<file path="config.mk">
export PLATFORM = sky130hd
export DESIGN_NAME = spo_panel
export DESIGN_NICKNAME = d
export VERILOG_FILES = /design/src/shared/spo_pkg.sv /design/src/shared/spo_key_if.sv /design/src/core/spo_key_decode.sv /design/src/core/spo_flag_eval.sv /design/src/core/spo_panel.sv
export VERILOG_INCLUDE_DIRS = /design/src /design/src/shared
export SDC_FILE = /design/constraint.sdc
export NUM_CORES = 2
export LEC_CHECK = 0
export BUFFER_PORTS_ARGS = -buffer_cell sky130_fd_sc_hd__buf_2
export CAP_MARGIN = 20
export CORE_ASPECT_RATIO = 1.5
export CORE_MARGIN = 1
export CORE_UTILIZATION = 56
export CTS_CLUSTER_DIAMETER = 60
export DETAILED_ROUTE_END_ITERATION = 8
export PLACE_DENSITY = 0.74
export SYNTH_ARGS = -nofsm -noshare
export SYNTH_HDL_FRONTEND = slang
export SYNTH_SLANG_ARGS = --single-unit
export TNS_END_PERCENT = 10
</file>
<file path="constraint.sdc">
create_clock -name clk -period 5.6 [get_ports clk]
set_input_delay 0.28 -clock clk [delete_from_list [all_inputs] [get_ports clk]]
set_output_delay 0.28 -clock clk [all_outputs]
set_load 0.05 [all_outputs]
</file>
<file path="src/shared/spo_map.svh">
/*
 Servo panel operator: register offsets, field positions, reset values, timing.
 Assumes a 20 MHz system clock and byte-addressed 32-bit register words.
*/
`ifndef SPO_MAP_SVH
`define SPO_MAP_SVH
// ==========================================
// Register offsets
`define SPO_ADDR_CTRL     8'h00
`define SPO_ADDR_SPD_TH   8'h04
`define SPO_ADDR_POS_TH   8'h08
`define SPO_ADDR_ROT_TH   8'h0c
`define SPO_ADDR_EMIN     8'h10
`define SPO_ADDR_EMAX     8'h14
`define SPO_ADDR_STATUS   8'h18
`define SPO_ADDR_PSEL     8'h1c
`define SPO_ADDR_PDATA    8'h20
`define SPO_ADDR_ALM_CLR  8'h24
// ==========================================
// Fields
`define SPO_CTRL_POS_BIT  0
`define SPO_CTRL_TRQ_BIT  1
`define SPO_ST_CODE_LSB   8
`define SPO_ST_MODE_LSB   12
`define SPO_ST_EDIT_BIT   14
`define SPO_ST_ALM_BIT    15
`define SPO_ST_ANUM_LSB   16
`define SPO_KEY_INC       0
`define SPO_KEY_DEC       1
`define SPO_KEY_MODE      2
`define SPO_KEY_ENT       3
// ==========================================
// Reset values and fixed thresholds
`define SPO_RST_SPD_TH    16'h000a
`define SPO_RST_POS_TH    16'h000a
`define SPO_RST_ROT_TH    16'h0014
`define SPO_RST_EMIN      16'h0000
`define SPO_RST_EMAX      16'hffff
`define SPO_TRQ_TH_PCT    16'h000a
`define SPO_FAST_STEP     16'h000a
// ==========================================
// Timing
`define SPO_CLK_HZ        20000000
`define SPO_HOLD_MS       500
`define SPO_RPT_MS        50
`define SPO_PULSE_WIN_MS  1
`endif

</file>
<file path="src/shared/spo_pkg.sv">
/*
 Servo panel operator: shared types.
 Assumes nothing beyond a SystemVerilog compiler.
*/
package spo_pkg;
    typedef enum logic [1:0] {
        spo_mode_status,
        spo_mode_param,
        spo_mode_monitor,
        spo_mode_utility
    } spo_mode_e;
    typedef enum logic [2:0] {
        spo_code_bb,
        spo_code_run,
        spo_code_fwd_stop,
        spo_code_rev_stop,
        spo_code_alarm
    } spo_code_e;
    typedef logic [15:0] spo_val_t;
endpackage

</file>
<file path="src/shared/spo_key_if.sv">
/*
 Key event carrier between the key decoder and the panel core.
 Assumes one clock domain.
*/
`timescale 1ns/1ns
interface spo_key_if;
    logic [3:0] press;
    logic [1:0] rpt;
    modport drv (output press, output rpt);
    modport rcv (input press, input rpt);
endinterface

</file>
<file path="src/core/spo_key_decode.sv">
/*
 Key decoder: one pulse per press, auto-repeat on held inc/dec.
 Assumes keys are debounced, synchronous and active high.
*/
`timescale 1ns/1ns
`include "spo_map.svh"
module spo_key_decode #(
    parameter int HOLD_CYC = 10000000,
    parameter int RPT_CYC  = 1000000
) (
    input  wire logic       clk,
    input  wire logic       sys_rst,
    input  wire logic [3:0] key_in,
    spo_key_if.drv          keys
);
    logic [3:0]  prev_r;
    logic [31:0] hold_r;
    logic        adj_held;
    logic        tick;
    // Only one adjust key held counts; both at once means nothing
    assign adj_held = key_in[`SPO_KEY_INC] ^ key_in[`SPO_KEY_DEC];
    assign tick     = adj_held && (hold_r == 32'(HOLD_CYC - 1));
    // ==========================================
    // Press edges
    always_ff @(posedge clk) begin
        if (sys_rst) begin
            prev_r     <= 4'h0;
            keys.press <= 4'h0;
        end else begin
            prev_r     <= key_in;
            keys.press <= key_in & ~prev_r;
        end
    end
    // ==========================================
    // Hold repeat
    always_ff @(posedge clk) begin
        if (sys_rst) begin
            hold_r   <= 32'h0;
            keys.rpt <= 2'h0;
        end else begin
            keys.rpt <= key_in[1:0] & {2{tick}};
            if (!adj_held || key_in != prev_r) begin
                hold_r <= 32'h0;
            end else if (tick) begin
                hold_r <= 32'(HOLD_CYC - RPT_CYC);
            end else begin
                hold_r <= hold_r + 32'h1;
            end
        end
    end
endmodule

</file>
<file path="src/core/spo_flag_eval.sv">
/*
 Status bit evaluator for the status display.
 Assumes signed speed, torque and error samples in display units.
*/
`timescale 1ns/1ns
`include "spo_map.svh"
module spo_flag_eval (
    input  wire logic        clk,
    input  wire logic        sys_rst,
    input  wire logic        pos_ctrl,
    input  wire logic        trq_mode,
    input  wire logic [15:0] motor_speed,
    input  wire logic [15:0] speed_ref,
    input  wire logic [15:0] torque_ref,
    input  wire logic [15:0] position_err,
    input  wire logic        ref_act,
    input  wire logic        err_clr_input,
    input  wire logic        servo_on,
    input  wire logic        ctrl_pwr_on,
    input  wire logic        main_pwr_ok,
    input  wire logic [15:0] spd_th,
    input  wire logic [15:0] pos_th,
    input  wire logic [15:0] rot_th,
    output logic      [6:0]  flags
);
    function automatic logic [16:0] mag(input logic [16:0] v);
        mag = v[16] ? 17'(-v) : v;
    endfunction
    logic [16:0] spd_err;
    assign spd_err = mag({motor_speed[15], motor_speed} - {speed_ref[15], speed_ref});
    // ==========================================
    // Flags
    always_ff @(posedge clk) begin
        if (sys_rst) begin
            flags <= 7'h0;
        end else if (pos_ctrl) begin
            flags[0] <= mag({position_err[15], position_err}) < {1'b0, pos_th};
            flags[3] <= ref_act;
            flags[4] <= err_clr_input;
        end else begin
            flags[0] <= trq_mode || spd_err <= {1'b0, spd_th};
            flags[3] <= mag({speed_ref[15], speed_ref}) > {1'b0, rot_th};
            flags[4] <= mag({torque_ref[15], torque_ref}) > {1'b0, `SPO_TRQ_TH_PCT};
        end
        if (!sys_rst) begin
            flags[1] <= !servo_on;
            flags[2] <= ctrl_pwr_on;
            flags[5] <= main_pwr_ok;
            flags[6] <= mag({motor_speed[15], motor_speed}) > {1'b0, rot_th};
        end
    end
endmodule

</file>
<file path="src/core/spo_panel.sv">
/*
 Servo panel operator core: mode sequencing, alarm reset, status display,
 parameter selection and editing, software register port.
 Assumes synchronous inputs, one clock, and a master that never overlaps strobes.
*/
`timescale 1ns/1ns
`include "spo_map.svh"

// ==========================================

module spo_panel #(
    parameter int NUM_PARAM = 16,
    parameter int HOLD_CYC  = int'(64'(`SPO_HOLD_MS) * 64'(`SPO_CLK_HZ) / 64'd1000),
    parameter int RPT_CYC   = int'(64'(`SPO_RPT_MS) * 64'(`SPO_CLK_HZ) / 64'd1000),
    parameter int PULSE_WIN = int'(64'(`SPO_PULSE_WIN_MS) * 64'(`SPO_CLK_HZ) / 64'd1000)
) (
    input  wire logic        clk,
    input  wire logic        sys_rst,
    input  wire logic [3:0]  key_in,
    input  wire logic        alarm_reset_input,
    input  wire logic        forward_overtravel_input,
    input  wire logic        reverse_overtravel_input,
    input  wire logic        servo_on,
    input  wire logic        ctrl_pwr_on,
    input  wire logic        main_pwr_ok,
    input  wire logic        err_clr_input,
    input  wire logic        ref_pulse_in,
    input  wire logic [15:0] motor_speed,
    input  wire logic [15:0] speed_ref,
    input  wire logic [15:0] torque_ref,
    input  wire logic [15:0] position_err,
    input  wire logic        alarm_active,
    input  wire logic [7:0]  alarm_num,
    output logic             alarm_clear,

    input  wire logic [7:0]  reg_addr,
    input  wire logic [31:0] reg_wdata,
    input  wire logic        reg_wr,
    input  wire logic        reg_rd,
    output logic      [31:0] reg_rdata,

    output spo_pkg::spo_mode_e disp_mode,
    output logic      [6:0]  disp_flags,
    output spo_pkg::spo_code_e disp_code,
    output logic      [7:0]  disp_alarm,
    output logic             disp_editing,
    output logic      [7:0]  disp_param_num,
    output spo_pkg::spo_val_t disp_param_val
);
    localparam int IDX_W = $clog2(NUM_PARAM);

    function automatic spo_pkg::spo_mode_e next_mode(input spo_pkg::spo_mode_e m);
        case (m)
            spo_pkg::spo_mode_status:  next_mode = spo_pkg::spo_mode_param;
            spo_pkg::spo_mode_param:   next_mode = spo_pkg::spo_mode_monitor;
            spo_pkg::spo_mode_monitor: next_mode = spo_pkg::spo_mode_utility;
            default:                   next_mode = spo_pkg::spo_mode_status;
        endcase
    endfunction

    // Clamps rather than wraps, so a held key parks at the limit
    function automatic spo_pkg::spo_val_t step_val(
        input spo_pkg::spo_val_t v,
        input logic              up,
        input spo_pkg::spo_val_t st,
        input spo_pkg::spo_val_t lo,
        input spo_pkg::spo_val_t hi
    );
        logic [16:0] t;
        t = 17'h0;

        if (up) begin
            t = {1'b0, v} + {1'b0, st};
            step_val = (t > {1'b0, hi}) ? hi : t[15:0];
        end else begin
            t = {1'b0, v} - {1'b0, st};
            step_val = (t[16] || t[15:0] < lo) ? lo : t[15:0];
        end
    endfunction

    spo_key_if keys ();

    spo_pkg::spo_mode_e mode_r;
    spo_pkg::spo_code_e code_nxt;
    spo_pkg::spo_val_t  param_mem [NUM_PARAM];
    spo_pkg::spo_val_t  edit_r;
    spo_pkg::spo_val_t  spd_th_r;
    spo_pkg::spo_val_t  pos_th_r;
    spo_pkg::spo_val_t  rot_th_r;
    spo_pkg::spo_val_t  emin_r;
    spo_pkg::spo_val_t  emax_r;

    logic [1:0]         ctrl_r;
    logic [IDX_W-1:0]   sel_r;
    logic [IDX_W-1:0]   sw_idx_r;
    logic               editing_r;
    logic               arst_prev_r;
    logic               sw_clr_r;
    logic [31:0]        pulse_r;
    logic               ref_act;
    logic [6:0]         flags;

    logic               k_inc;
    logic               k_dec;
    logic               k_mode;
    logic               k_ent;
    logic               r_inc;
    logic               r_dec;
    logic               in_param;
    logic               wr_hit;

    assign k_inc    = keys.press[`SPO_KEY_INC];
    assign k_dec    = keys.press[`SPO_KEY_DEC];
    assign k_mode   = keys.press[`SPO_KEY_MODE];
    assign k_ent    = keys.press[`SPO_KEY_ENT];
    assign r_inc    = keys.rpt[`SPO_KEY_INC];
    assign r_dec    = keys.rpt[`SPO_KEY_DEC];

    assign in_param = (mode_r == spo_pkg::spo_mode_param);
    assign ref_act  = (pulse_r != 32'h0);
    assign wr_hit   = reg_wr && (reg_addr == `SPO_ADDR_PDATA);

    // ==========================================
    // Submodules
    spo_key_decode #(
        .HOLD_CYC (HOLD_CYC),
        .RPT_CYC  (RPT_CYC)
    ) spo_key_decode_inst (
        .clk     (clk),
        .sys_rst (sys_rst),
        .key_in  (key_in),
        .keys    (keys.drv)
    );

    spo_flag_eval spo_flag_eval_inst (
        .clk           (clk),
        .sys_rst       (sys_rst),
        .pos_ctrl      (ctrl_r[`SPO_CTRL_POS_BIT]),
        .trq_mode      (ctrl_r[`SPO_CTRL_TRQ_BIT]),
        .motor_speed   (motor_speed),
        .speed_ref     (speed_ref),
        .torque_ref    (torque_ref),
        .position_err  (position_err),
        .ref_act       (ref_act),
        .err_clr_input (err_clr_input),
        .servo_on      (servo_on),
        .ctrl_pwr_on   (ctrl_pwr_on),
        .main_pwr_ok   (main_pwr_ok),
        .spd_th        (spd_th_r),
        .pos_th        (pos_th_r),
        .rot_th        (rot_th_r),
        .flags         (flags)
    );

    // ==========================================
    // Configuration registers
    always_ff @(posedge clk) begin
        if (sys_rst) begin
            ctrl_r   <= 2'h0;
            spd_th_r <= `SPO_RST_SPD_TH;
            pos_th_r <= `SPO_RST_POS_TH;
            rot_th_r <= `SPO_RST_ROT_TH;
            emin_r   <= `SPO_RST_EMIN;
            emax_r   <= `SPO_RST_EMAX;
            sw_idx_r <= '0;
            sw_clr_r <= 1'b0;
        end else begin
            sw_clr_r <= reg_wr && (reg_addr == `SPO_ADDR_ALM_CLR) && reg_wdata[0];

            if (reg_wr) begin
                case (reg_addr)
                    `SPO_ADDR_CTRL:   ctrl_r   <= reg_wdata[1:0];
                    `SPO_ADDR_SPD_TH: spd_th_r <= reg_wdata[15:0];
                    `SPO_ADDR_POS_TH: pos_th_r <= reg_wdata[15:0];
                    `SPO_ADDR_ROT_TH: rot_th_r <= reg_wdata[15:0];
                    `SPO_ADDR_EMIN:   emin_r   <= reg_wdata[15:0];
                    `SPO_ADDR_EMAX:   emax_r   <= reg_wdata[15:0];
                    `SPO_ADDR_PSEL:   sw_idx_r <= reg_wdata[IDX_W-1:0];
                    default: ;
                endcase
            end
        end
    end

    // ==========================================
    // Basic mode sequence
    always_ff @(posedge clk) begin
        if (sys_rst) begin
            mode_r <= spo_pkg::spo_mode_status;
        end else if (k_mode && !editing_r) begin
            // Mode while editing only stores; it must not also leave the mode
            mode_r <= next_mode(mode_r);
        end
    end

    // ==========================================
    // Alarm reset
    // Edge, not level: a held pin must not clear each new alarm
    always_ff @(posedge clk) begin
        if (sys_rst) begin
            arst_prev_r <= 1'b0;
            alarm_clear <= 1'b0;
        end else begin
            arst_prev_r <= alarm_reset_input;
            alarm_clear <= (k_ent && mode_r == spo_pkg::spo_mode_status)
                         || (alarm_reset_input && !arst_prev_r)
                         || sw_clr_r;
        end
    end

    // ==========================================
    // Reference pulse activity window
    // A lone pulse holds the flag for one window, so slow trains still read lit
    always_ff @(posedge clk) begin
        if (sys_rst) begin
            pulse_r <= 32'h0;
        end else if (ref_pulse_in) begin
            pulse_r <= 32'(PULSE_WIN);
        end else if (ref_act) begin
            pulse_r <= pulse_r - 32'h1;
        end
    end

    // ==========================================
    // Status code
    always_comb begin
        if (alarm_active) begin
            code_nxt = spo_pkg::spo_code_alarm;
        end else if (!forward_overtravel_input) begin
            code_nxt = spo_pkg::spo_code_fwd_stop;
        end else if (!reverse_overtravel_input) begin
            code_nxt = spo_pkg::spo_code_rev_stop;
        end else if (servo_on) begin
            code_nxt = spo_pkg::spo_code_run;
        end else begin
            code_nxt = spo_pkg::spo_code_bb;
        end
    end

    // ==========================================
    // Parameter select and edit
    always_ff @(posedge clk) begin
        if (sys_rst) begin
            sel_r     <= '0;
            edit_r    <= 16'h0;
            editing_r <= 1'b0;
            for (int i = 0; i < NUM_PARAM; i++) begin
                param_mem[i] <= 16'h0;
            end
        end else begin
            if (wr_hit) begin
                param_mem[sw_idx_r] <= reg_wdata[15:0];
            end

            if (in_param && !editing_r) begin
                if (k_inc) begin
                    sel_r <= (sel_r == IDX_W'(NUM_PARAM - 1)) ? '0 : sel_r + 1'b1;
                end else if (k_dec) begin
                    sel_r <= (sel_r == '0) ? IDX_W'(NUM_PARAM - 1) : sel_r - 1'b1;
                end else if (k_ent) begin
                    edit_r    <= param_mem[sel_r];
                    editing_r <= 1'b1;
                end
            end else if (editing_r) begin
                if (k_ent || k_mode) begin
                    param_mem[sel_r] <= edit_r;
                    editing_r        <= 1'b0;
                end else if (k_inc || k_dec) begin
                    edit_r <= step_val(edit_r, k_inc, 16'h1, emin_r, emax_r);
                end else if (r_inc || r_dec) begin
                    edit_r <= step_val(edit_r, r_inc, `SPO_FAST_STEP, emin_r, emax_r);
                end
            end
        end
    end

    // ==========================================
    // Register read port
    always_ff @(posedge clk) begin
        if (sys_rst) begin
            reg_rdata <= 32'h0;
        end else if (reg_rd) begin
            case (reg_addr)
                `SPO_ADDR_CTRL:   reg_rdata <= {30'h0, ctrl_r};
                `SPO_ADDR_SPD_TH: reg_rdata <= {16'h0, spd_th_r};
                `SPO_ADDR_POS_TH: reg_rdata <= {16'h0, pos_th_r};
                `SPO_ADDR_ROT_TH: reg_rdata <= {16'h0, rot_th_r};
                `SPO_ADDR_EMIN:   reg_rdata <= {16'h0, emin_r};
                `SPO_ADDR_EMAX:   reg_rdata <= {16'h0, emax_r};
                `SPO_ADDR_STATUS: reg_rdata <= {8'h0, alarm_num, alarm_active, editing_r,
                                                mode_r, 1'b0, code_nxt, 1'b0, flags};
                `SPO_ADDR_PSEL:   reg_rdata <= 32'(sw_idx_r);
                `SPO_ADDR_PDATA:  reg_rdata <= {16'h0, param_mem[sw_idx_r]};
                default:          reg_rdata <= 32'h0;
            endcase
        end else begin
            reg_rdata <= 32'h0;
        end
    end

    // ==========================================
    // Display outputs
    assign disp_mode  = mode_r;
    assign disp_flags = flags;

    always_ff @(posedge clk) begin
        if (sys_rst) begin
            disp_code      <= spo_pkg::spo_code_bb;
            disp_alarm     <= 8'h0;
            disp_editing   <= 1'b0;
            disp_param_num <= 8'h0;
            disp_param_val <= 16'h0;
        end else begin
            disp_code      <= code_nxt;
            disp_alarm     <= alarm_num;
            disp_editing   <= editing_r;
            disp_param_num <= 8'(sel_r);
            disp_param_val <= editing_r ? edit_r : param_mem[sel_r];
        end
    end
endmodule

</file>
==> results.md <==
* **final setup fails** 0
* **port bufs** 178
* **endpoint type of the worst setup path** register
* **Die Area** 0.0590 mm2
* **insertion delay of the later-clocked pin in the worst-skew pair** 620 ps
* **final-stage net count** 3528
* **Top-Level Pins** 207
* **worst min path class** input pin to register
* **Die X** 199 um
* **netlist area before placement** 0.0325 mm2
* **highest-count cells in the layout ignoring fill and taps** 327 x sky130_fd_sc_hd__nand2_1, 256 x sky130_fd_sc_hd__a22o_1, 256 x sky130_fd_sc_hd__edfxtp_1, 253 x sky130_fd_sc_hd__dfxtp_1, 226 x sky130_fd_sc_hd__nor2_1
* **yosys synthesis warning count** 0
* **Cell Rows** 107
* **commonest non-fill, non-tap cell in the layout** sky130_fd_sc_hd__nand2_1
* **Cell Area, Placed** 0.0339 mm2
* **r2r startpoint** edit_r[6]
* **post-route minimum period** 4860 ps
* **stage delay of the slowest cell on the critical path** 950 ps
* **CTS H-tree lvls** 2
* **Cell Pwr Density** 254 mW/mm2
* **Die Y-Extent** 297 um
* **Worst Max-Slew Pin Slew** 1310 ps
* **Net Switching** 2.51 mW
* **per-cell routed wire length** 26.9 um
* **number of vias per cell after detailed routing** 6.66
* **critical setup path kind** register to register
* **part of the total power dissipated in combinational logic** 16.0%
* **root buffer cell** sky130_fd_sc_hd__clkbuf_16
* **Worst Hold Slack** 8.95 ps
* **clock tree from TritonCTS** yes
* **status** finished, final reports clean
* **Hold Crit Start** forward_overtravel_input
* **GRT Resource Usage Total** 36.7%
* **final-layout setup total negative slack** 0 ps
* **clock edge transition at the registers on the reported setup and hold paths** 70 ps
* **placeable core area** 0.0570 mm2
* **slowest cell on the critical path** sky130_fd_sc_hd__dfxtp_1
* **total CTS buffers** 49
* **final critical-path share of the clock period** 86.8%
* **number of fill cells in the layout** 4664
* **fraction of registers with async set/reset** 0%
* **portion of the post-synthesis area used by sequential elements** 39.5%
* **cts hold-fix bufs** 25
* **Total Routed Length** 108 mm
* **Slew Limit Headroom** 12.4%
* **area added between synthesis and finish** 10.6%
* **antenna violations before repair** 1
* **initial drt markers** 2364
* **maximum fanout count along the critical path** 23
* **max-cap violations** 0
* **gate count of the mapped netlist** 3134
* **start point of the critical path** edit_r[6]
* **proportion of layout cells with a drive suffix above 1** 17.5%
* **standby leakage power** 13.3 nW
* **average cell area after synthesis** 10.4 um2
* **post-layout utilization of the core** 63.0%
* **number of post-CTS setup repair buffers** 0
* **critical path launch point type** register
* **worst voltage drop across the vdd grid** 262 uV
* **overflow left after global routing** 0
* **TritonRoute pass-1 iters** 6
* **first-pass GRT wire length** 162 mm
* **post-placement setup slack** 717 ps
* **final hold viol count** 0
* **number of vias after detailed routing** 26900
* **number of distinct library cells after synthesis** 99
* **clock skew** 30.4 ps
* **number of gates resized after CTS** 0
* **Int Pwr** 6.61 mW
* **sequential share of power** 45.2%
* **DRC violations left** 0
* **number of synthesized register bits** 513
* **Final Slew Violations** 0
* **number of global-route vias before repair** 27100
* **initial cell density of the core** 56.9%
* **CTS Buffer Depth** 3
* **Clock Sinks** 513
* **count of flip-flops with a built-in enable after synthesis** 256
* **maximum number of pins on one net before global-route repair** 77
* **worst path setup slack after routing** 738 ps
* **endpoint arrival time on the critical path** 5330 ps
* **unrepaired setup endpoints after global routing** no
* **worst path required time** 6070 ps
* **dominant register cell in the synthesized netlist** sky130_fd_sc_hd__dfxtp_1
* **clock group share of total power** 38.8%
* **fin area** 0.0359 mm2
* **total half-perimeter wirelength after legalization and detailed placement** 82.3 mm
* **cells along the critical path** nand4_2 -> nor3_1 -> nand3_1 -> xnor2_1 -> ha_1 -> nand3_1 -> nor4_1 -> a21boi_0 -> o31ai_2 -> nand2_2 -> mux2_2 -> a221oi_1 -> a221oi_1 -> o21bai_1
* **f_max** 206 MHz
* **final weighted congestion in routability-driven placement** 1.07
* **antenna-violating nets left** 0
* **proportion of total power due to net switching** 27.5%
==> final timing paths <==
| path | end | slack (ps) | depth (start not counted) |
|---|---|---|---|
| hold reg to reg | spo_key_decode_inst.hold_r[0] | 460 | 1 |
| setup reg to reg | edit_r[7] | 740 | 14 |
| setup / recovery | edit_r[7] | 740 | 14 |
| hold / removal | disp_code[0] | 9 | 3 |
==> synthesized netlist by cell type, drive strengths merged (20+ instances only) <==
master | n | area (um2)
xor2 | 63 | 552
nor4 | 25 | 248
nor3 | 46 | 348
buf | 82 | 477
edfxtp | 256 | 7690
o31ai | 20 | 170
a221oi | 30 | 263
nand3 | 56 | 280
ha | 164 | 2050
xnor2 | 102 | 893
o21a | 25 | 188
and3 | 23 | 144
a21oi | 149 | 746
nand2 | 332 | 1260
nand4 | 27 | 181
nor2 | 228 | 875
mux2i | 69 | 691
o21ai | 111 | 567
or3 | 32 | 205
inv | 132 | 495
nor2b | 51 | 319
mux4 | 160 | 3600
clkbuf | 166 | 624
a22o | 256 | 2240
o211ai | 41 | 313
nor3b | 20 | 175
dfxtp | 257 | 5140
==> layer usage <==
layer	wire, um	global-route usage, %	vias to the layer above
met1	35300	37.5	13100
met4	9100	26.8	0
met5	0	0	-
li1	-	-	11900
met3	7520	5.68	405
met2	56500	66.8	1442
==> per-stage QoR <==
stage                     power [mW]  std cells
final                           9.12       4036
after global placement          5.56       3916
after CTS                       9.12       4032
after floorplan                 5.17       3145
after detailed placement        5.61       3918
after global routing            9.39       4036
==> power groups by stage <==
stage	logic [mW]	registers, mW	clock network (mW)
2_1_floorplan	0.938	4.23	0
3_3_place_gp	1.38	4.18	0
3_5_place_dp	1.42	4.20	0
4_1_cts	1.44	4.12	3.57
5_1_grt	1.58	4.13	3.69
6_report	1.46	4.12	3.54
==> state kept, by name, summed over array words and instances, names as in the netlist, 16 cells and up, named ones only <==
register	count
rot_th_r	16
emax_r	16
pulse_r	32
spo_key_decode_inst.hold_r	32
spd_th_r	16
param_mem	256
pos_th_r	16
reg_rdata	24
disp_param_val	16
edit_r	16
emin_r	16
==> worst max-delay path, delay by kind of cell (launching register included) <==
| family | cells | cell delay [ps] |
|---|---|---|
| flip-flops | 1 | 950 |
| AO/OA/AOI/OAI | 5 | 990 |
| AND/OR/NAND/NOR | 6 | 1790 |
| XOR/XNOR | 1 | 210 |
| multiplexers | 1 | 430 |
| adder cells (fa/ha/maj) | 1 | 310 |
==> area by class of cell <==
class / count / area [um2] / share of cell area, %
diodes: 1 / 2.50 / 0.00697
multi-input cells: 2252 / 18100 / 50.4
flip-flops and latches: 513 / 12800 / 35.8
repair buffers: 286 / 1830 / 5.11
clock buffers: 60 / 1330 / 3.70
well taps: 763 / 955 / 2.66
clock inverters: 29 / 349 / 0.972
inverters: 132 / 495 / 1.38
==> cell families after synthesis <==
family | Yosys count | synth area share (%)
xor gates and xnor gates | 165 | 4.45
and+or+nand+nor | 902 | 13.8
DFF | 513 | 39.5
muxes | 240 | 13.6
AOI/OAI and AO/OA | 768 | 17.3
other | 1 | 0.0115
adders and majority gates | 165 | 6.38
buffers and inverters | 380 | 4.92
No activity file was read; power rests on OpenSTA's default activity.
